$ cat src/lphp_defs.svh
// Timing counts and encodings for the parallel display host port.
// Assumes a 20 MHz system clock; included by bare name.
`ifndef LPHP_DEFS_SVH
`define LPHP_DEFS_SVH

`define LPHP_CLK_NS 50
// Least phase times in ns, each rounded up to whole cycles
`define LPHP_SETUP_NS 50
`define LPHP_STROBE_LOW_NS 100
`define LPHP_STROBE_HIGH_NS 50
`define LPHP_CYC(ns) (((ns) + `LPHP_CLK_NS - 1) / `LPHP_CLK_NS)
`define LPHP_SETUP_CYC `LPHP_CYC(`LPHP_SETUP_NS)
`define LPHP_LOW_CYC `LPHP_CYC(`LPHP_STROBE_LOW_NS)
`define LPHP_HIGH_CYC `LPHP_CYC(`LPHP_STROBE_HIGH_NS)
// Reset pulse and recovery in ns
`define LPHP_RST_LOW_NS 10000
`define LPHP_RST_WAIT_NS 120000000
// Select line encoding
`define LPHP_DC_COMMAND 1'h0
`define LPHP_DC_DATA 1'h1
`define LPHP_DATA_W 16
`define LPHP_FIFO_DEPTH 4

`endif

$ cat src/lphp_pkg.sv
// Types for the parallel display host port.
// Assumes lphp_defs.svh is compiled alongside.
package lphp_pkg;
    typedef enum logic [3:0] {
        LPHP_RST_LOW = 4'h0,
        LPHP_RST_WAIT = 4'h1,
        LPHP_IDLE = 4'h2,
        LPHP_SETUP = 4'h3,
        LPHP_WR_LOW = 4'h4,
        LPHP_WR_HIGH = 4'h5,
        LPHP_RD_SEL = 4'h6,
        LPHP_RD_LOW = 4'h7,
        LPHP_RD_HIGH = 4'h8,
        LPHP_DESEL = 4'h9
    } lphp_state_t;
endpackage : lphp_pkg

$ cat src/lphp_fifo.sv
// Small synchronous FIFO for outgoing bus words.
// Assumes one clock, synchronous reset and a clock enable that freezes it.
`timescale 1ns/1ps
module lphp_fifo #(
    parameter int WIDTH = 17,
    parameter int DEPTH = 4
) (
    // Clock and control
    input wire logic clk,
    input wire logic srst,
    input wire logic ce,
    // Fill side
    input wire logic in_valid,
    output logic in_ready,
    input wire logic [WIDTH-1:0] in_data,
    // Drain side
    output logic out_valid,
    input wire logic out_ready,
    output logic [WIDTH-1:0] out_data
);
    localparam int AW = $clog2(DEPTH);
    logic [WIDTH-1:0] mem_reg [DEPTH];
    logic [AW-1:0] wp_reg, wp_next, rp_reg, rp_next;
    logic [AW:0] cnt_reg, cnt_next;
    logic push, pop;

    ////////////////////////////////////////////////////////////////////////
    // Handshakes are combinational; full and empty come from the count
    assign in_ready = (cnt_reg != (AW+1)'(DEPTH));
    assign out_valid = (cnt_reg != '0);
    assign out_data = mem_reg[rp_reg]; // Entry itself is a register
    assign push = in_valid && in_ready;
    assign pop = out_valid && out_ready;

    // Pointer arithmetic wraps at DEPTH
    always_comb
    begin
        wp_next = wp_reg;
        rp_next = rp_reg;
        cnt_next = cnt_reg;
        if (push)
        begin
            wp_next = (wp_reg == AW'(DEPTH - 1)) ? '0 : wp_reg + 1'b1;
        end
        if (pop)
        begin
            rp_next = (rp_reg == AW'(DEPTH - 1)) ? '0 : rp_reg + 1'b1;
        end
        cnt_next = cnt_reg + (AW+1)'(push) - (AW+1)'(pop);
    end

    // Registers only
    always_ff @(posedge clk)
    begin
        if (srst)
        begin
            wp_reg <= '0;
            rp_reg <= '0;
            cnt_reg <= '0;
        end
        else if (ce)
        begin
            wp_reg <= wp_next;
            rp_reg <= rp_next;
            cnt_reg <= cnt_next;
        end
    end

    // Storage has no reset; contents are invisible while empty
    always_ff @(posedge clk)
    begin
        if (ce && push)
        begin
            mem_reg[wp_reg] <= in_data;
        end
    end
endmodule : lphp_fifo

$ cat src/lphp_host.sv
// Host-side driver of the 16-bit parallel display strobe bus.
// Assumes the display samples its write strobe rising edge and that its
// pins are wired directly; the data pins are two-way, split three ways.
`timescale 1ns/1ps
`include "lphp_defs.svh"
module lphp_host
    import lphp_pkg::*;
#(
    parameter int DATA_W = `LPHP_DATA_W,
    parameter int DEPTH = `LPHP_FIFO_DEPTH,
    parameter int RST_LOW_CYC = (`LPHP_RST_LOW_NS + `LPHP_CLK_NS - 1) / `LPHP_CLK_NS,
    parameter int RST_WAIT_CYC = (`LPHP_RST_WAIT_NS + `LPHP_CLK_NS - 1) / `LPHP_CLK_NS,
    parameter int PWM_W = 8
) (
    // Clock and control
    input wire logic clk,
    input wire logic srst,
    input wire logic ce,
    // Write requests: is_data high for data or parameter, low for command
    input wire logic wr_valid,
    output logic wr_ready,
    input wire logic wr_is_data,
    input wire logic [DATA_W-1:0] wr_word,
    // Read requests and answer
    input wire logic rd_req,
    output logic rd_ready,
    output logic rd_valid,
    output logic [DATA_W-1:0] rd_word,
    // Status and backlight level
    output logic init_done,
    input wire logic [PWM_W-1:0] backlight_level,
    // Display pins
    output logic chip_select_n,
    output logic reset_n,
    output logic data_command_sel,
    output logic store_strobe_n,
    output logic read_strobe_n,
    output logic backlight_on,
    input wire logic [DATA_W-1:0] data_in,
    output logic [DATA_W-1:0] data_out,
    output logic data_oe
);
    localparam int CW = 32;
    lphp_state_t st_reg, st_next;
    logic [CW-1:0] cnt_reg, cnt_next;
    logic cs_reg, cs_next, res_reg, res_next, dc_reg, dc_next;
    logic wr_reg, wr_next, rd_reg, rd_next, oe_reg, oe_next;
    logic [DATA_W-1:0] dout_reg, dout_next, rdw_reg, rdw_next;
    logic rdv_reg, rdv_next, done_reg, done_next;
    logic [PWM_W-1:0] pwm_reg, pwm_next;
    logic bl_reg, bl_next;
    logic f_valid, f_pop;
    logic [DATA_W:0] f_data;

    // Reload a phase counter, never below one cycle
    function automatic logic [CW-1:0] lphp_load(input int cyc);
        lphp_load = (cyc < 1) ? CW'(0) : CW'(cyc - 1);
    endfunction : lphp_load

    ////////////////////////////////////////////////////////////////////////
    // Outgoing words queue here so the user side sees back-pressure
    // sixteen-bit words carried whole with their select bit
    lphp_fifo #(.WIDTH(DATA_W + 1), .DEPTH(DEPTH)) u_fifo (
        .clk(clk),
        .srst(srst),
        .ce(ce),
        .in_valid(wr_valid && done_reg),
        .in_ready(wr_ready),
        .in_data({wr_is_data, wr_word}),
        .out_valid(f_valid),
        .out_ready(f_pop),
        .out_data(f_data)
    );
    // Pop as chip select falls and the setup phase starts
    assign f_pop = (st_reg == LPHP_IDLE) && f_valid;
    // Reads wait behind queued writes, keeping command order
    assign rd_ready = (st_reg == LPHP_IDLE) && !f_valid;

    ////////////////////////////////////////////////////////////////////////
    // Bus sequencer
    always_comb
    begin
        st_next = st_reg;
        cnt_next = (cnt_reg != '0) ? cnt_reg - 1'b1 : cnt_reg;
        cs_next = cs_reg;
        res_next = res_reg;
        dc_next = dc_reg;
        wr_next = wr_reg;
        rd_next = rd_reg;
        oe_next = oe_reg;
        dout_next = dout_reg;
        rdw_next = rdw_reg;
        rdv_next = 1'b0;
        done_next = done_reg;
        unique case (st_reg)
            // hold display reset low, then wait for recovery
            LPHP_RST_LOW:
                if (cnt_reg == '0)
                begin
                    res_next = 1'b1;
                    cnt_next = lphp_load(RST_WAIT_CYC);
                    st_next = LPHP_RST_WAIT;
                end
            LPHP_RST_WAIT:
                if (cnt_reg == '0)
                begin
                    done_next = 1'b1;
                    st_next = LPHP_IDLE;
                end
            LPHP_IDLE:
                if (f_valid)
                begin
                    // select set and chip select low with data
                    dc_next = f_data[DATA_W];
                    cs_next = 1'b0;
                    dout_next = f_data[DATA_W-1:0];
                    oe_next = 1'b1;
                    cnt_next = lphp_load(`LPHP_SETUP_CYC);
                    st_next = LPHP_SETUP;
                end
                else if (rd_req)
                begin
                    // chip select low first, bus released
                    cs_next = 1'b0;
                    oe_next = 1'b0;
                    cnt_next = lphp_load(`LPHP_SETUP_CYC);
                    st_next = LPHP_RD_SEL;
                end
            LPHP_SETUP:
                if (cnt_reg == '0)
                begin
                    wr_next = 1'b0;
                    cnt_next = lphp_load(`LPHP_LOW_CYC);
                    st_next = LPHP_WR_LOW;
                end
            LPHP_WR_LOW:
                if (cnt_reg == '0)
                begin
                    wr_next = 1'b1;
                    cnt_next = lphp_load(`LPHP_HIGH_CYC);
                    st_next = LPHP_WR_HIGH;
                end
            LPHP_WR_HIGH:
                if (cnt_reg == '0)
                begin
                    cs_next = 1'b1;
                    cnt_next = lphp_load(`LPHP_HIGH_CYC);
                    st_next = LPHP_DESEL;
                end
            LPHP_RD_SEL:
                if (cnt_reg == '0 && dc_reg != `LPHP_DC_DATA)
                begin
                    // select rises a phase after chip select
                    dc_next = `LPHP_DC_DATA;
                    cnt_next = lphp_load(`LPHP_SETUP_CYC);
                end
                else if (cnt_reg == '0)
                begin
                    // read strobe falls once select is high
                    rd_next = 1'b0;
                    cnt_next = lphp_load(`LPHP_LOW_CYC);
                    st_next = LPHP_RD_LOW;
                end
            LPHP_RD_LOW:
                if (cnt_reg == '0)
                begin
                    // sample the bus as the strobe rises
                    rd_next = 1'b1;
                    rdw_next = data_in;
                    rdv_next = 1'b1;
                    cnt_next = lphp_load(`LPHP_HIGH_CYC);
                    st_next = LPHP_RD_HIGH;
                end
            LPHP_RD_HIGH:
                if (cnt_reg == '0)
                begin
                    // chip select rise ends the read
                    cs_next = 1'b1;
                    cnt_next = lphp_load(`LPHP_HIGH_CYC);
                    st_next = LPHP_DESEL;
                end
            LPHP_DESEL:
                // idle gap of LPHP_HIGH_CYC cycles, then back to idle
                if (cnt_reg == '0)
                begin
                    st_next = LPHP_IDLE;
                end
            default:
                st_next = LPHP_IDLE;
        endcase
    end

    // Sequencer registers; reset parks all strobes inactive
    always_ff @(posedge clk)
    begin
        if (srst)
        begin
            st_reg <= LPHP_RST_LOW;
            cnt_reg <= CW'(RST_LOW_CYC > 0 ? RST_LOW_CYC - 1 : 0);
            cs_reg <= 1'b1;
            res_reg <= 1'b0;
            dc_reg <= `LPHP_DC_COMMAND;
            wr_reg <= 1'b1;
            rd_reg <= 1'b1;
            oe_reg <= 1'b0;
            dout_reg <= '0;
            rdw_reg <= '0;
            rdv_reg <= 1'b0;
            done_reg <= 1'b0;
        end
        else if (ce)
        begin
            st_reg <= st_next;
            cnt_reg <= cnt_next;
            cs_reg <= cs_next;
            res_reg <= res_next;
            dc_reg <= dc_next;
            wr_reg <= wr_next;
            rd_reg <= rd_next;
            oe_reg <= oe_next;
            dout_reg <= dout_next;
            rdw_reg <= rdw_next;
            rdv_reg <= rdv_next;
            done_reg <= done_next;
        end
    end

    ////////////////////////////////////////////////////////////////////////
    // Backlight PWM: level 0 off, all ones always on
    always_comb
    begin
        pwm_next = pwm_reg + 1'b1;
        bl_next = (pwm_reg < backlight_level) || (&backlight_level);
    end

    always_ff @(posedge clk)
    begin
        if (srst)
        begin
            pwm_reg <= '0;
            bl_reg <= 1'b0;
        end
        else if (ce)
        begin
            pwm_reg <= pwm_next;
            bl_reg <= bl_next;
        end
    end

    // Pins and answers all come straight from flip-flops
    assign chip_select_n = cs_reg;
    assign reset_n = res_reg;
    assign data_command_sel = dc_reg;
    assign store_strobe_n = wr_reg;
    assign read_strobe_n = rd_reg;
    assign data_out = dout_reg;
    assign data_oe = oe_reg;
    assign backlight_on = bl_reg;
    assign rd_word = rdw_reg;
    assign rd_valid = rdv_reg;
    assign init_done = done_reg;
endmodule : lphp_host

$ cat config.mk
export PLATFORM = sky130hd
export DESIGN_NAME = lphp_host
export DESIGN_NICKNAME = d
export VERILOG_FILES = /design/src/lphp_pkg.sv /design/src/lphp_fifo.sv /design/src/lphp_host.sv
export VERILOG_INCLUDE_DIRS = /design/src
export SDC_FILE = /design/constraint.sdc
export NUM_CORES = 1
export LEC_CHECK = 0
export BUFFER_PORTS_ARGS = -buffer_cell sky130_fd_sc_hd__buf_4
export CORE_MARGIN = 2
export CORE_UTILIZATION = 50
export CTS_CLUSTER_DIAMETER = 60
export DETAILED_ROUTE_END_ITERATION = 6
export GPL_ROUTABILITY_DRIVEN = 0
export PLACE_DENSITY = 0.72
export SLEW_MARGIN = 5
export SYNTH_ARGS = -nofsm -noshare
export SYNTH_HDL_FRONTEND = slang
export SYNTH_HIERARCHICAL = 1
export SYNTH_SLANG_ARGS = --single-unit
$ cat constraint.sdc
create_clock -name clk -period 6.1 [get_ports clk]
set_clock_uncertainty 0.15 [all_clocks]
set_input_delay 0.305 -clock clk [delete_from_list [all_inputs] [get_ports clk]]
set_output_delay 0.305 -clock clk [all_outputs]
set_load 0.02 [all_outputs]
==> metrics.md, run 1 <==
| Metric | Value |
|---|---|
| Outcome | completed |
| Post-DP HPWL | roughly 10 mm |
| Crit-path max FO | 15 |
| Worst hold-check path type | primary input to flop |
| Final setup violation count | 0 |
| Required arrival time at the worst endpoint | approximately 6300 ps |
| Post-DR wirelength/cell | around 17 µm |
| H-tree level count | 4 |
| WP data arrival | between 3000 and 4000 ps |
| Cell type contributing the most total cell area after synthesis | edfxtp_1 |
| Max Transition Viols Final | 0 |
| Global-route wire length before repair | around 27 mm |
| Die width | between 100 and 150 µm |
| Sequence of cells on the critical path | nor4b_1, nand2_1, inv_1, and2_1, ha_1, inv_1, ha_1, inv_1, fa_1, xor2_1, a21oi_1, a31o_2 |
| Met2 Usage GRT | a little under two fifths |
| Startpoint of the worst hold path | rd_req |
| Cell count after synthesis | about 700 |
| Initial DRC Count | about 390 |
| Worst stage delay on the critical path | between 800 and 900 ps |
| Via density | roughly 5.6 |
| Most numerous cell on the critical path | inv_1 |
| Post-synth net total | roughly 760 |
| Num ports | 89 |
| Startpoint type of the worst setup path | flop |
| Synthesis-stage register bit count | 162 |
| Leak | approximately 0.0034 µW |
| Number of core rows | 44 |
| Detailed-routing iteration count for the pre-antenna-repair pass | 5 |
| Number of buffers inserted by post-CTS setup repair | 0 |
| Area grow syn2layout | 22.9% |
| Overall routing resource usage | 21.5% |
| Clock tree from TritonCTS | built |
| Clock root cell | clkbuf_16 |
| DRC violations left | 0 |
| Highest attainable clock frequency | about 280 MHz |
| Proportion of layout cells with a drive suffix above 1 | between 20% and 30% |
| Total area of multi-input combinational cells | around 3200 µm² |
| Filler cell count | between 1000 and 1500 |
| Initial antenna violation count | 0 |
| Area fraction of the dominant cell type after synthesis | between 20 and 30% |
| Critical path's slowest cell | nor4b_1 |
| Layer with the highest usage after global routing | met2 |
| Number of buffers and inverters on the critical path | 3 |
| Number of gates resized after CTS | 0 |
| Skew-Pair Late Insertion Delay | roughly 420 ps |
| Area of the die | between 15000 and 20000 µm² |
| Largest net degree at the start of global routing | 81 |
| Tmin final | ~3500 ps |
| Top flip-flop cell by instance count after synthesis | dfxtp_1 |
| IO buf count | 88 |
| Crit path launch | st_reg[1]$_SDFFE_PP0P_ |
| Via count of the first global-routing pass | approximately 5600 |
| Post-synth EDFFs | about 70 |
| Slew Limit Headroom | 31.5% |
| Global-route track usage on met1 | a little over a quarter |
| Met3 Resource Use GR | 3.89% |
| Total inserted antenna cells | 0 |
| Cell area after layout | between 9000 and 10000 µm² |
| Final core utilization | a little over three fifths |
| Crit Path Category | flop to flop |
| Portion of the post-synthesis area used by sequential elements | between 50% and 60% |
| TritonCTS Buffers | 17 |
| Final period util | 57.7% |
| Largest buffer count on any clock path | 2 |
| Number of warnings reported in the yosys synthesis log | 6 |
| Count of endpoints failing hold in the final timing report | 0 |
| Cells taking the most area after synthesis | edfxtp_1, dfxtp_1, mux4_2 |
| Transition at the pin with the smallest max-transition slack | 1010 ps |
| Total congestion overflow after global routing | 0 |
| Register clock-pin slew on the reported worst setup and hold paths | approximately 70 ps |
| Post-Route Setup TNS | 0 ps |
| Total routed wirelength | about 16 mm |
| RSZ-0062 raised after global routing | false |
| Crit. End Element | flop |
| Synthesized area per cell | ~11 µm² |
| Count of cell types in the netlist | 68 |
| CTS Hold Bufs | 33 |
| Worst-case vdd ir drop | around 0.24 mV |
| Vias post-DR | 5606 |
| Placed standard-cell area | ~8100 µm² |
| Max reg flops | 68 |
| Share of synthesized flip-flops with an asynchronous set or reset | 0% |
| Initial core utilization | about half |
| Power per standard cell area | ~260 nW/µm² |
| Number of nets still failing antenna checks after routing | 0 |
| Storage cell area | 3920 µm² |
| Area of the core region | approximately 14000 µm² |
| Clock sink total | between 150 and 200 |
| Die Y | 125 µm |
| Reg-to-reg critical path startpoint | st_reg[1]$_SDFFE_PP0P_ |
| Kind of cell with the highest combined delay on the critical path | simple AND/OR/NAND/NOR gates |
| Max-cap check violation count | 0 |
| Cell Area, Synth | 7340 µm² |
| Final #Nets | approximately 860 |
path summary, 6_finish.rpt:
kind / end / slack, ps / depth (start not counted)
worst max-delay path: u_fifo/cnt_reg[2]$_SDFFE_PP0P_ / 2580 / 12
worst min-delay path: data_oe$_SDFFE_PP0P_ / 100 / 4
worst max register to register: u_fifo/cnt_reg[2]$_SDFFE_PP0P_ / 2580 / 12
worst min register to register: data_out[7]$_SDFFE_PP0P_ / 310 / 2
where the power goes:
| group | internal, µW | total [µW] | switching (µW) |
|---|---|---|---|
| clock | 655 | 1100 | 449 |
| combinational | 52.0 | 104 | 51.8 |
| sequential | 1130 | 1140 | 5.44 |
per-stage QoR:
| step | setup slack (ps) | power (µW) | std cells | hold slack, ps |
|---|---|---|---|---|
| 3_3_place_gp | 2840 | 1240 | 929 | 291 |
| 3_5_place_dp | 2620 | 1250 | 929 | 299 |
| 4_1_cts | 2590 | 2360 | 994 | 86.0 |
| 5_1_grt | 2330 | 2420 | 994 | 118 |
| 6_report | 2580 | 2350 | 994 | 96.0 |
| 2_1_floorplan | 3150 | 1210 | 690 | 250 |
synth_stat cells, drive strengths merged (2+ instances only):
library cell   n
mux2i          6
o31ai          2
a21oi         56
o21bai         3
or4            7
nor2b          4
nand4         12
nand3b         2
edfxtp        68
or3           13
inv           20
xnor2         15
nand3         16
nor3b          2
a211o          2
and2           8
dfxtp         94
xor2           8
buf           11
a211oi         7
nor4          17
nand2         92
and3           5
clkbuf        24
mux2           2
a311oi         3
mux4          17
a31oi          4
or3b           2
a31o           3
nor2          65
a21o           6
o21ai         25
nor3          23
nand2b         8
ha            18
o21a           2
o211ai         2
worst reg2reg max path, cell delays in order (launching register included):
cell and delay, ps:
dfxtp_1 580, nor4b_1 870, nand2_1 220, inv_1 110, and2_1 130, ha_1 230, inv_1 60, ha_1 130
inv_1 40, fa_1 370, xor2_1 200, a21oi_1 100, a31o_2 230
per-layer routing:
metal,part of all wire (%),up-vias
met5,0,-
met4,2.6,0
met3,3.6,35
met2,52,134
met1,41,2722
li1,-,2715
area by class of cell:
type                            count  area share, %
Sequential cell                   162           43.5
Multi-Input combinational cell    473           35.1
Timing Repair Buffer              123           11.2
Clock buffer                       17           4.72
Tap cell                          184           2.55
Clock inverter                     15           2.14
Inverter                           20          0.832
cell families after synthesis:
group / count (synthesis) / share of synthesized area [%]
fa+ha+maj: 19 / 3.34
compound gates: 124 / 10.7
flops: 162 / 53.5
mux: 25 / 6.39
xor+xnor: 23 / 2.75
simple gates: 282 / 20.0
buf+inv: 55 / 3.36
cells in the final DEF (no fill, tap or decap), types with 10 or more instances in the layout:
master	netlist	layout
a21oi_1	46	46
nand4_1	12	12
edfxtp_1	68	68
inv_1	20	20
mux4_2	17	17
o21ai_0	25	25
clkbuf_16	0	17
nand3_1	16	16
ha_1	18	18
nor3_1	22	22
or3_1	12	12
nand2_1	81	81
nor2_1	65	65
dlygate4sd3_1	0	33
nand2_2	11	11
buf_4	0	90
a21oi_2	10	10
dfxtp_1	94	94
nor4_1	12	12
xnor2_1	15	15
Power figures use the tool's default switching activity.
==> run 2, diff against run 1 <==
--- a/config.mk
+++ b/config.mk
@@ -12,7 +12,7 @@
 export CTS_CLUSTER_DIAMETER = 60
 export DETAILED_ROUTE_END_ITERATION = 6
 export GPL_ROUTABILITY_DRIVEN = 0
-export PLACE_DENSITY = 0.72
+export PLACE_DENSITY = 0.75
 export SLEW_MARGIN = 5
 export SYNTH_ARGS = -nofsm -noshare
 export SYNTH_HDL_FRONTEND = slang
==> constraint.sdc (replaced) <==
create_clock -name clk -period 3.2 [get_ports clk]
set_clock_uncertainty 0.15 [all_clocks]
set_input_delay 0.16 -clock clk [delete_from_list [all_inputs] [get_ports clk]]
set_output_delay 0.16 -clock clk [all_outputs]
set_load 0.02 [all_outputs]
==> run 2 against run 1 <==
Power grew 86%. Largest power group unchanged. Die area is the same. Sequential share of layout area shrank 0.35 points. Cell area grew 0.82%. Core utilization grew 0.51 points. Count of clock-buffer cells in the layout is the same. Combinational power grew 95%. Sequential power grew 90%. Wire length grew 4.7%. Highest routed layer unchanged. Global-route usage grew 1.3 points. Sequential cell count is the same.
==> metrics.md, run 2 (synthesized netlist as in run 1, its figures left out) <==
| Metric | Value |
|---|---|
| Detail Route met2 WL | about 9.1 mm |
| Max-cap check violation count | 0 |
| Largest net degree at the start of global routing | 50 |
| Initial core utilization | between 50% and 60% |
| CTS Hold Bufs | 34 |
| Total congestion overflow after global routing | 0 |
| Reg-to-reg critical path startpoint | u_fifo/cnt_reg[1]$_SDFFE_PP0P_ |
| Outcome | completed |
| Count of endpoints failing hold in the final timing report | 0 |
| Final setup violation count | 0 |
| Highest-count cells in the layout ignoring fill and taps | buf_4, dfxtp_1, nand2_1 |
| Clock sink total | roughly 160 |
| Instance count along the most critical hold path | 2 |
| Initial antenna violation count | 0 |
| Largest buffer count on any clock path | 2 |
| Via count of the first global-routing pass | between 5000 and 6000 |
| Worst stage delay on the critical path | slightly below 600 ps |
| Die Y | approximately 130 µm |
| Leak | about 0.0034 µW |
| Skew-Pair Late Insertion Delay | about 420 ps |
| Slew Limit Headroom | 47.7% |
| WP data arrival | approximately 3100 ps |
| Detailed-routing iteration count for the pre-antenna-repair pass | 5 |
| R2R depth | 12 |
| Total inserted antenna cells | 0 |
| Final period util | between 90% and 100% |
| Setup slack at placement | roughly 270 ps |
| Final #Nets | 875 |
| Total routed wirelength | roughly 17 mm |
| Clock root cell | clkbuf_16 |
| Capture endpoint of the worst hold path | data_oe$_SDFFE_PP0P_ |
| Initial DRC Count | 280 |
| Area grow syn2layout | 23.9% |
| IO buf count | 88 |
| Post-Route Setup TNS | 0 ps |
| Capturing point of the worst reg2reg path | u_fifo/cnt_reg[2]$_SDFFE_PP0P_ |
| Transition at the pin with the smallest max-transition slack | approximately 800 ps |
| Required arrival time at the worst endpoint | 3360 ps |
| Most common library cell in the layout ignoring fill and taps | buf_4 |
| Tmin final | 2930 ps |
| Worst-case register-to-register setup slack | about 270 ps |
| Proportion of layout cells with a drive suffix above 1 | 23.7% |
| Filler cell count | roughly 1100 |
| Via density | approximately 5.7 |
| Crit. End Element | flop |
| Highest attainable clock frequency | 342 MHz |
| Max Transition Viols Final | 0 |
| H-tree level count | 4 |
| Sequence of cells on the critical path | or3_2, nand2_1, inv_1, and2_1, ha_1, inv_1, ha_1, inv_1, fa_1, xor2_1, a21oi_1, a31o_2 |
| Register clock-pin slew on the reported worst setup and hold paths | 60 ps |
| Clock tree from TritonCTS | built |
| Setup slack of the critical path after layout | between 200 and 300 ps |
| Startpoint type of the worst setup path | flop |
| Num ports | 89 |
| Worst hold-check path type | primary input to flop |
| Number of gates resized after CTS | 0 |
| Area of the die | 15700 µm² |
| Power per standard cell area | slightly below 500 nW/µm² |
| Area of the core region | roughly 14000 µm² |
| Most numerous cell on the critical path | inv_1 |
| Post-DR wirelength/cell | 17.1 µm |
| Global-route wire length before repair | about 29 mm |
| Number of core rows | 44 |
| Number of nets still failing antenna checks after routing | 0 |
| Critical path's slowest cell | or3_2 |
| Met3 wirelength from detailed routing | 878 µm |
| Post-Route M1 WL | between 6 and 7 mm |
| RSZ-0062 raised after global routing | false |
| TritonCTS Buffers | 17 |
| Post-DP HPWL | 11.0 mm |
| Overall routing resource usage | between 20% and 30% |
| Startpoint of the worst hold path | srst |
| Max reg flops | 68 |
| DRC violations left | 0 |
| Crit-path max FO | 8 |
| Die width | approximately 130 µm |
| Crit Path Category | flop to flop |
| Top routing layer in use | met4 |
| Number of buffers inserted by post-CTS setup repair | 0 |
| Worst-case vdd ir drop | about 0.52 mV |
| Vias post-DR | about 5700 |
-- run 2: worst max-delay path: cells and delay by family (launching register included) --
family	cells	cell delay (ps)
simple gates	3	850
xor+xnor	1	190
buf+inv	3	160
flops	1	370
compound gates	2	320
fa+ha+maj	3	780
-- run 2: worst max path at each step --
stage / from / to / slack (ps) / depth (start not counted)
final: u_fifo/cnt_reg[1]$_SDFFE_PP0P_ / u_fifo/cnt_reg[2]$_SDFFE_PP0P_ / 270 / 12
after global routing: st_reg[2]$_SDFFE_PP0P_ / u_fifo/cnt_reg[2]$_SDFFE_PP0P_ / 20 / 12
after CTS: u_fifo/cnt_reg[1]$_SDFFE_PP0P_ / u_fifo/cnt_reg[2]$_SDFFE_PP0P_ / 260 / 12
after detailed placement: u_fifo/cnt_reg[1]$_SDFFE_PP0P_ / u_fifo/cnt_reg[2]$_SDFFE_PP0P_ / 270 / 12
after global placement: u_fifo/cnt_reg[1]$_SDFFE_PP0P_ / u_fifo/cnt_reg[2]$_SDFFE_PP0P_ / 370 / 12
after floorplan: st_reg[0]$_SDFFE_PP0P_ / u_fifo/cnt_reg[2]$_SDFFE_PP0P_ / 250 / 13
-- run 2: per-stage QoR --
stage | hold WS [ps] | utilization (%) | total power, µW | cells | instance area, µm²
after global routing | 58.3 | 63.1 | 4510 | 1007 | 9090
after detailed placement | 213 | 56.6 | 2380 | 941 | 8160
final | 50.9 | 63.1 | 4370 | 1007 | 9090
after global placement | 208 | 56.6 | 2370 | 941 | 8160
after floorplan | 105 | - | 2300 | 690 | 7340
after CTS | 33.2 | 63.1 | 4390 | 1007 | 9090
-- run 2: area by class of cell --
type | count | area [µm²] | share of cell area [%]
repair buffers | 136 | 1110 | 12.2
clock inverters | 15 | 166 | 1.83
clock buffers | 17 | 425 | 4.68
inverters | 20 | 75.1 | 0.825
flip-flops and latches | 162 | 3920 | 43.1
well taps | 184 | 230 | 2.53
multi-input cells | 473 | 3170 | 34.8
-- run 2: per-layer routing --
layer / vias up / track usage [%]
met3: 42 / 5.01
met4: 0 / 9.61
met2: 196 / 40.7
met5: - / 0
met1: 2753 / 26.5
li1: 2739 / -
-- run 2: power by group --
group	switching [µW]	leakage, µW	internal [µW]
combinational	101	0.00178	102
clock	892	0.000292	1110
sequential	10.4	0.00137	2160
==> run 3, diff against run 2 <==
--- a/config.mk
+++ b/config.mk
@@ -12,7 +12,8 @@
 export CTS_CLUSTER_DIAMETER = 60
 export DETAILED_ROUTE_END_ITERATION = 6
 export GPL_ROUTABILITY_DRIVEN = 0
-export PLACE_DENSITY = 0.75
+export PLACE_DENSITY = 0.72
+export REMOVE_ABC_BUFFERS = 1
 export SLEW_MARGIN = 5
 export SYNTH_ARGS = -nofsm -noshare
 export SYNTH_HDL_FRONTEND = slang
==> constraint.sdc (replaced) <==
create_clock -name clk -period 2.96 [get_ports clk]
set_clock_uncertainty 0.15 [all_clocks]
set_input_delay 0.148 -clock clk [delete_from_list [all_inputs] [get_ports clk]]
set_output_delay 0.148 -clock clk [all_outputs]
set_load 0.02 [all_outputs]
==> run 3 against run 2 <==
Sequential power up 8%. Cell area increased by 0.95%. Fmax grew 5.3%. Critical path depth did not move. Via count rose by 0.86%.
==> metrics.md, run 3 (synthesized netlist as in run 1, its figures left out) <==
| Metric | Value |
|---|---|
| Crit-path max FO | 3 |
| Final period util | around 94% |
| Crit. End Element | flop |
| Area grow syn2layout | 25.1% |
| IO buf count | between 80 and 90 |
| Final setup violation count | 0 |
| Slew Limit Headroom | a little under half |
| Proportion of layout cells with a drive suffix above 1 | ~25% |
| Transition at the pin with the smallest max-transition slack | ~790 ps |
| Tmin final | 2780 ps |
| Most common library cell in the layout ignoring fill and taps | buf_4 |
| Total routed wirelength | about 17 mm |
| Required arrival time at the worst endpoint | between 3000 and 4000 ps |
| Largest buffer count on any clock path | 2 |
| Overall routing resource usage | approximately 22% |
| TritonCTS Buffers | 17 |
| Leak | roughly 0.0035 µW |
| Instance count along the most critical hold path | 2 |
| Global-route wire length before repair | ~28 mm |
| R2R depth | 12 |
| Startpoint type of the worst setup path | flop |
| Max reg flops | between 60 and 70 |
| Crit Path Category | flop to flop |
| Max-cap check violation count | 0 |
| Final core utilization | approximately 64% |
| Critical path's slowest cell | nor4b_1 |
| Clock root cell | clkbuf_16 |
| Via count of the first global-routing pass | ~5800 |
| H-tree level count | 4 |
| Reg-to-reg critical path startpoint | st_reg[3]$_SDFFE_PP0P_ |
| Initial core utilization | between 50% and 60% |
| Total congestion overflow after global routing | 0 |
| Via density | about 5.7 |
| Outcome | completed |
| Count of endpoints failing hold in the final timing report | 0 |
| Capturing point of the worst reg2reg path | u_fifo/cnt_reg[2]$_SDFFE_PP0P_ |
| Clock sink total | 162 |
| Area of the core region | about 14000 µm² |
| Die width | approximately 130 µm |
| Die Y | approximately 130 µm |
| Register clock-pin slew on the reported worst setup and hold paths | ~70 ps |
| Worst hold-check path type | primary input to flop |
| Worst-case register-to-register setup slack | between 150 and 200 ps |
| WP data arrival | between 2000 and 3000 ps |
| Number of buffers inserted by post-CTS setup repair | 0 |
| Num ports | 89 |
| DRC violations left | 0 |
| Startpoint of the worst hold path | srst |
| Placed standard-cell area | 8250 µm² |
| Cell area after layout | around 9200 µm² |
| Most numerous cell on the critical path | inv_1 |
| Capture endpoint of the worst hold path | pwm_reg[0]$_SDFFE_PP0P_ |
| Post-DP HPWL | about 11 mm |
| Power per standard cell area | 509 nW/µm² |
| Final #Nets | 887 |
| Sequence of cells on the critical path | nor4b_1, nand2_2, inv_1, and2_1, ha_1, inv_1, ha_1, inv_1, fa_1, xor2_2, a21oi_1, a31o_2 |
| Max Transition Viols Final | 0 |
| Skew-Pair Late Insertion Delay | ~420 ps |
| Initial DRC Count | between 300 and 400 |
| Largest net degree at the start of global routing | 51 |
| Detailed-routing iteration count for the pre-antenna-repair pass | 5 |
| Area of the die | approximately 16000 µm² |
| Worst stage delay on the critical path | approximately 500 ps |
| Post-DR wirelength/cell | approximately 17 µm |
| Final Total Pwr | around 4700 µW |
| Number of nets still failing antenna checks after routing | 0 |
| Clock tree from TritonCTS | built |
| Highest-count cells in the layout ignoring fill and taps | buf_4, dfxtp_1, nand2_1 |
| Highest attainable clock frequency | about 360 MHz |
| Vias post-DR | ~5800 |
| Initial antenna violation count | 0 |
| Worst-case vdd ir drop | about 0.59 mV |
| Total inserted antenna cells | 0 |
| Number of core rows | 44 |
==> run 3: worst max path at each step <==
stage / cells after the start / end / from / slack [ps]
after floorplan: 12 / u_fifo/cnt_reg[2]$_SDFFE_PP0P_ / st_reg[1]$_SDFFE_PP0P_ / -70
after global placement: 12 / u_fifo/cnt_reg[2]$_SDFFE_PP0P_ / u_fifo/cnt_reg[1]$_SDFFE_PP0P_ / 230
after detailed placement: 12 / u_fifo/cnt_reg[2]$_SDFFE_PP0P_ / u_fifo/cnt_reg[1]$_SDFFE_PP0P_ / 110
after CTS: 12 / u_fifo/cnt_reg[2]$_SDFFE_PP0P_ / u_fifo/cnt_reg[1]$_SDFFE_PP0P_ / 50
after global routing: 12 / u_fifo/cnt_reg[2]$_SDFFE_PP0P_ / st_reg[3]$_SDFFE_PP0P_ / -1
final: 12 / u_fifo/cnt_reg[2]$_SDFFE_PP0P_ / st_reg[3]$_SDFFE_PP0P_ / 180
==> run 3: where the power goes <==
group | internal [µW] | total [µW] | switching [µW]
Sequential | 2330 | 2340 | 11.5
Combinational | 119 | 230 | 111
Clock | 1110 | 2100 | 982
==> run 3: worst max-delay path, delay by kind of cell (launching register included) <==
family	cells	cell delay, ps
xor+xnor	1	180
compound gates	2	310
fa+ha+maj	3	760
buf+inv	3	190
flops	1	320
simple gates	3	760
==> run 3: cell type report <==
class                      instances  area [µm²]
clock buffer                      17         425
multi-input combinational        473        3180
timing repair buffer             148        1200
sequential                       162        3930
tap                              184         230
inverter                          20        75.1
clock inverter                    15         145
fill                            1125        5240
==> run 3: layer usage <==
layer | GRT usage [%] | share of wire, % | wire length (µm) | vias up
met3 | 4.36 | 4.4 | 755 | 25
li1 | - | - | - | 2760
met1 | 28.1 | 43 | 7360 | 2819
met2 | 39.1 | 51 | 8660 | 175
met5 | 0 | 0 | 0 | -
met4 | 6.80 | 1.5 | 261 | 0
==> run 3: per-stage QoR <==
stage / hold slack (ps) / cells / TNS [ps] / worst slack [ps]
after floorplan: 60.4 / 655 / -68.9 / -68.9
after global placement: 198 / 952 / 0 / 225
after detailed placement: 200 / 952 / 0 / 108
after CTS: 49.9 / 1019 / 0 / 53.3
after global routing: 78.7 / 1019 / -0.995 / -0.995
final: 71.9 / 1019 / 0 / 181
==> run 3: timing repair <==
| item | in CTS | in global routing |
|---|---|---|
| hold buffers | 35 | 0 |
| hold endpoints to repair | 89 | 0 |
| setup endpoints to repair | 0 | 1 |
| gates resized for setup | 0 | 4 |
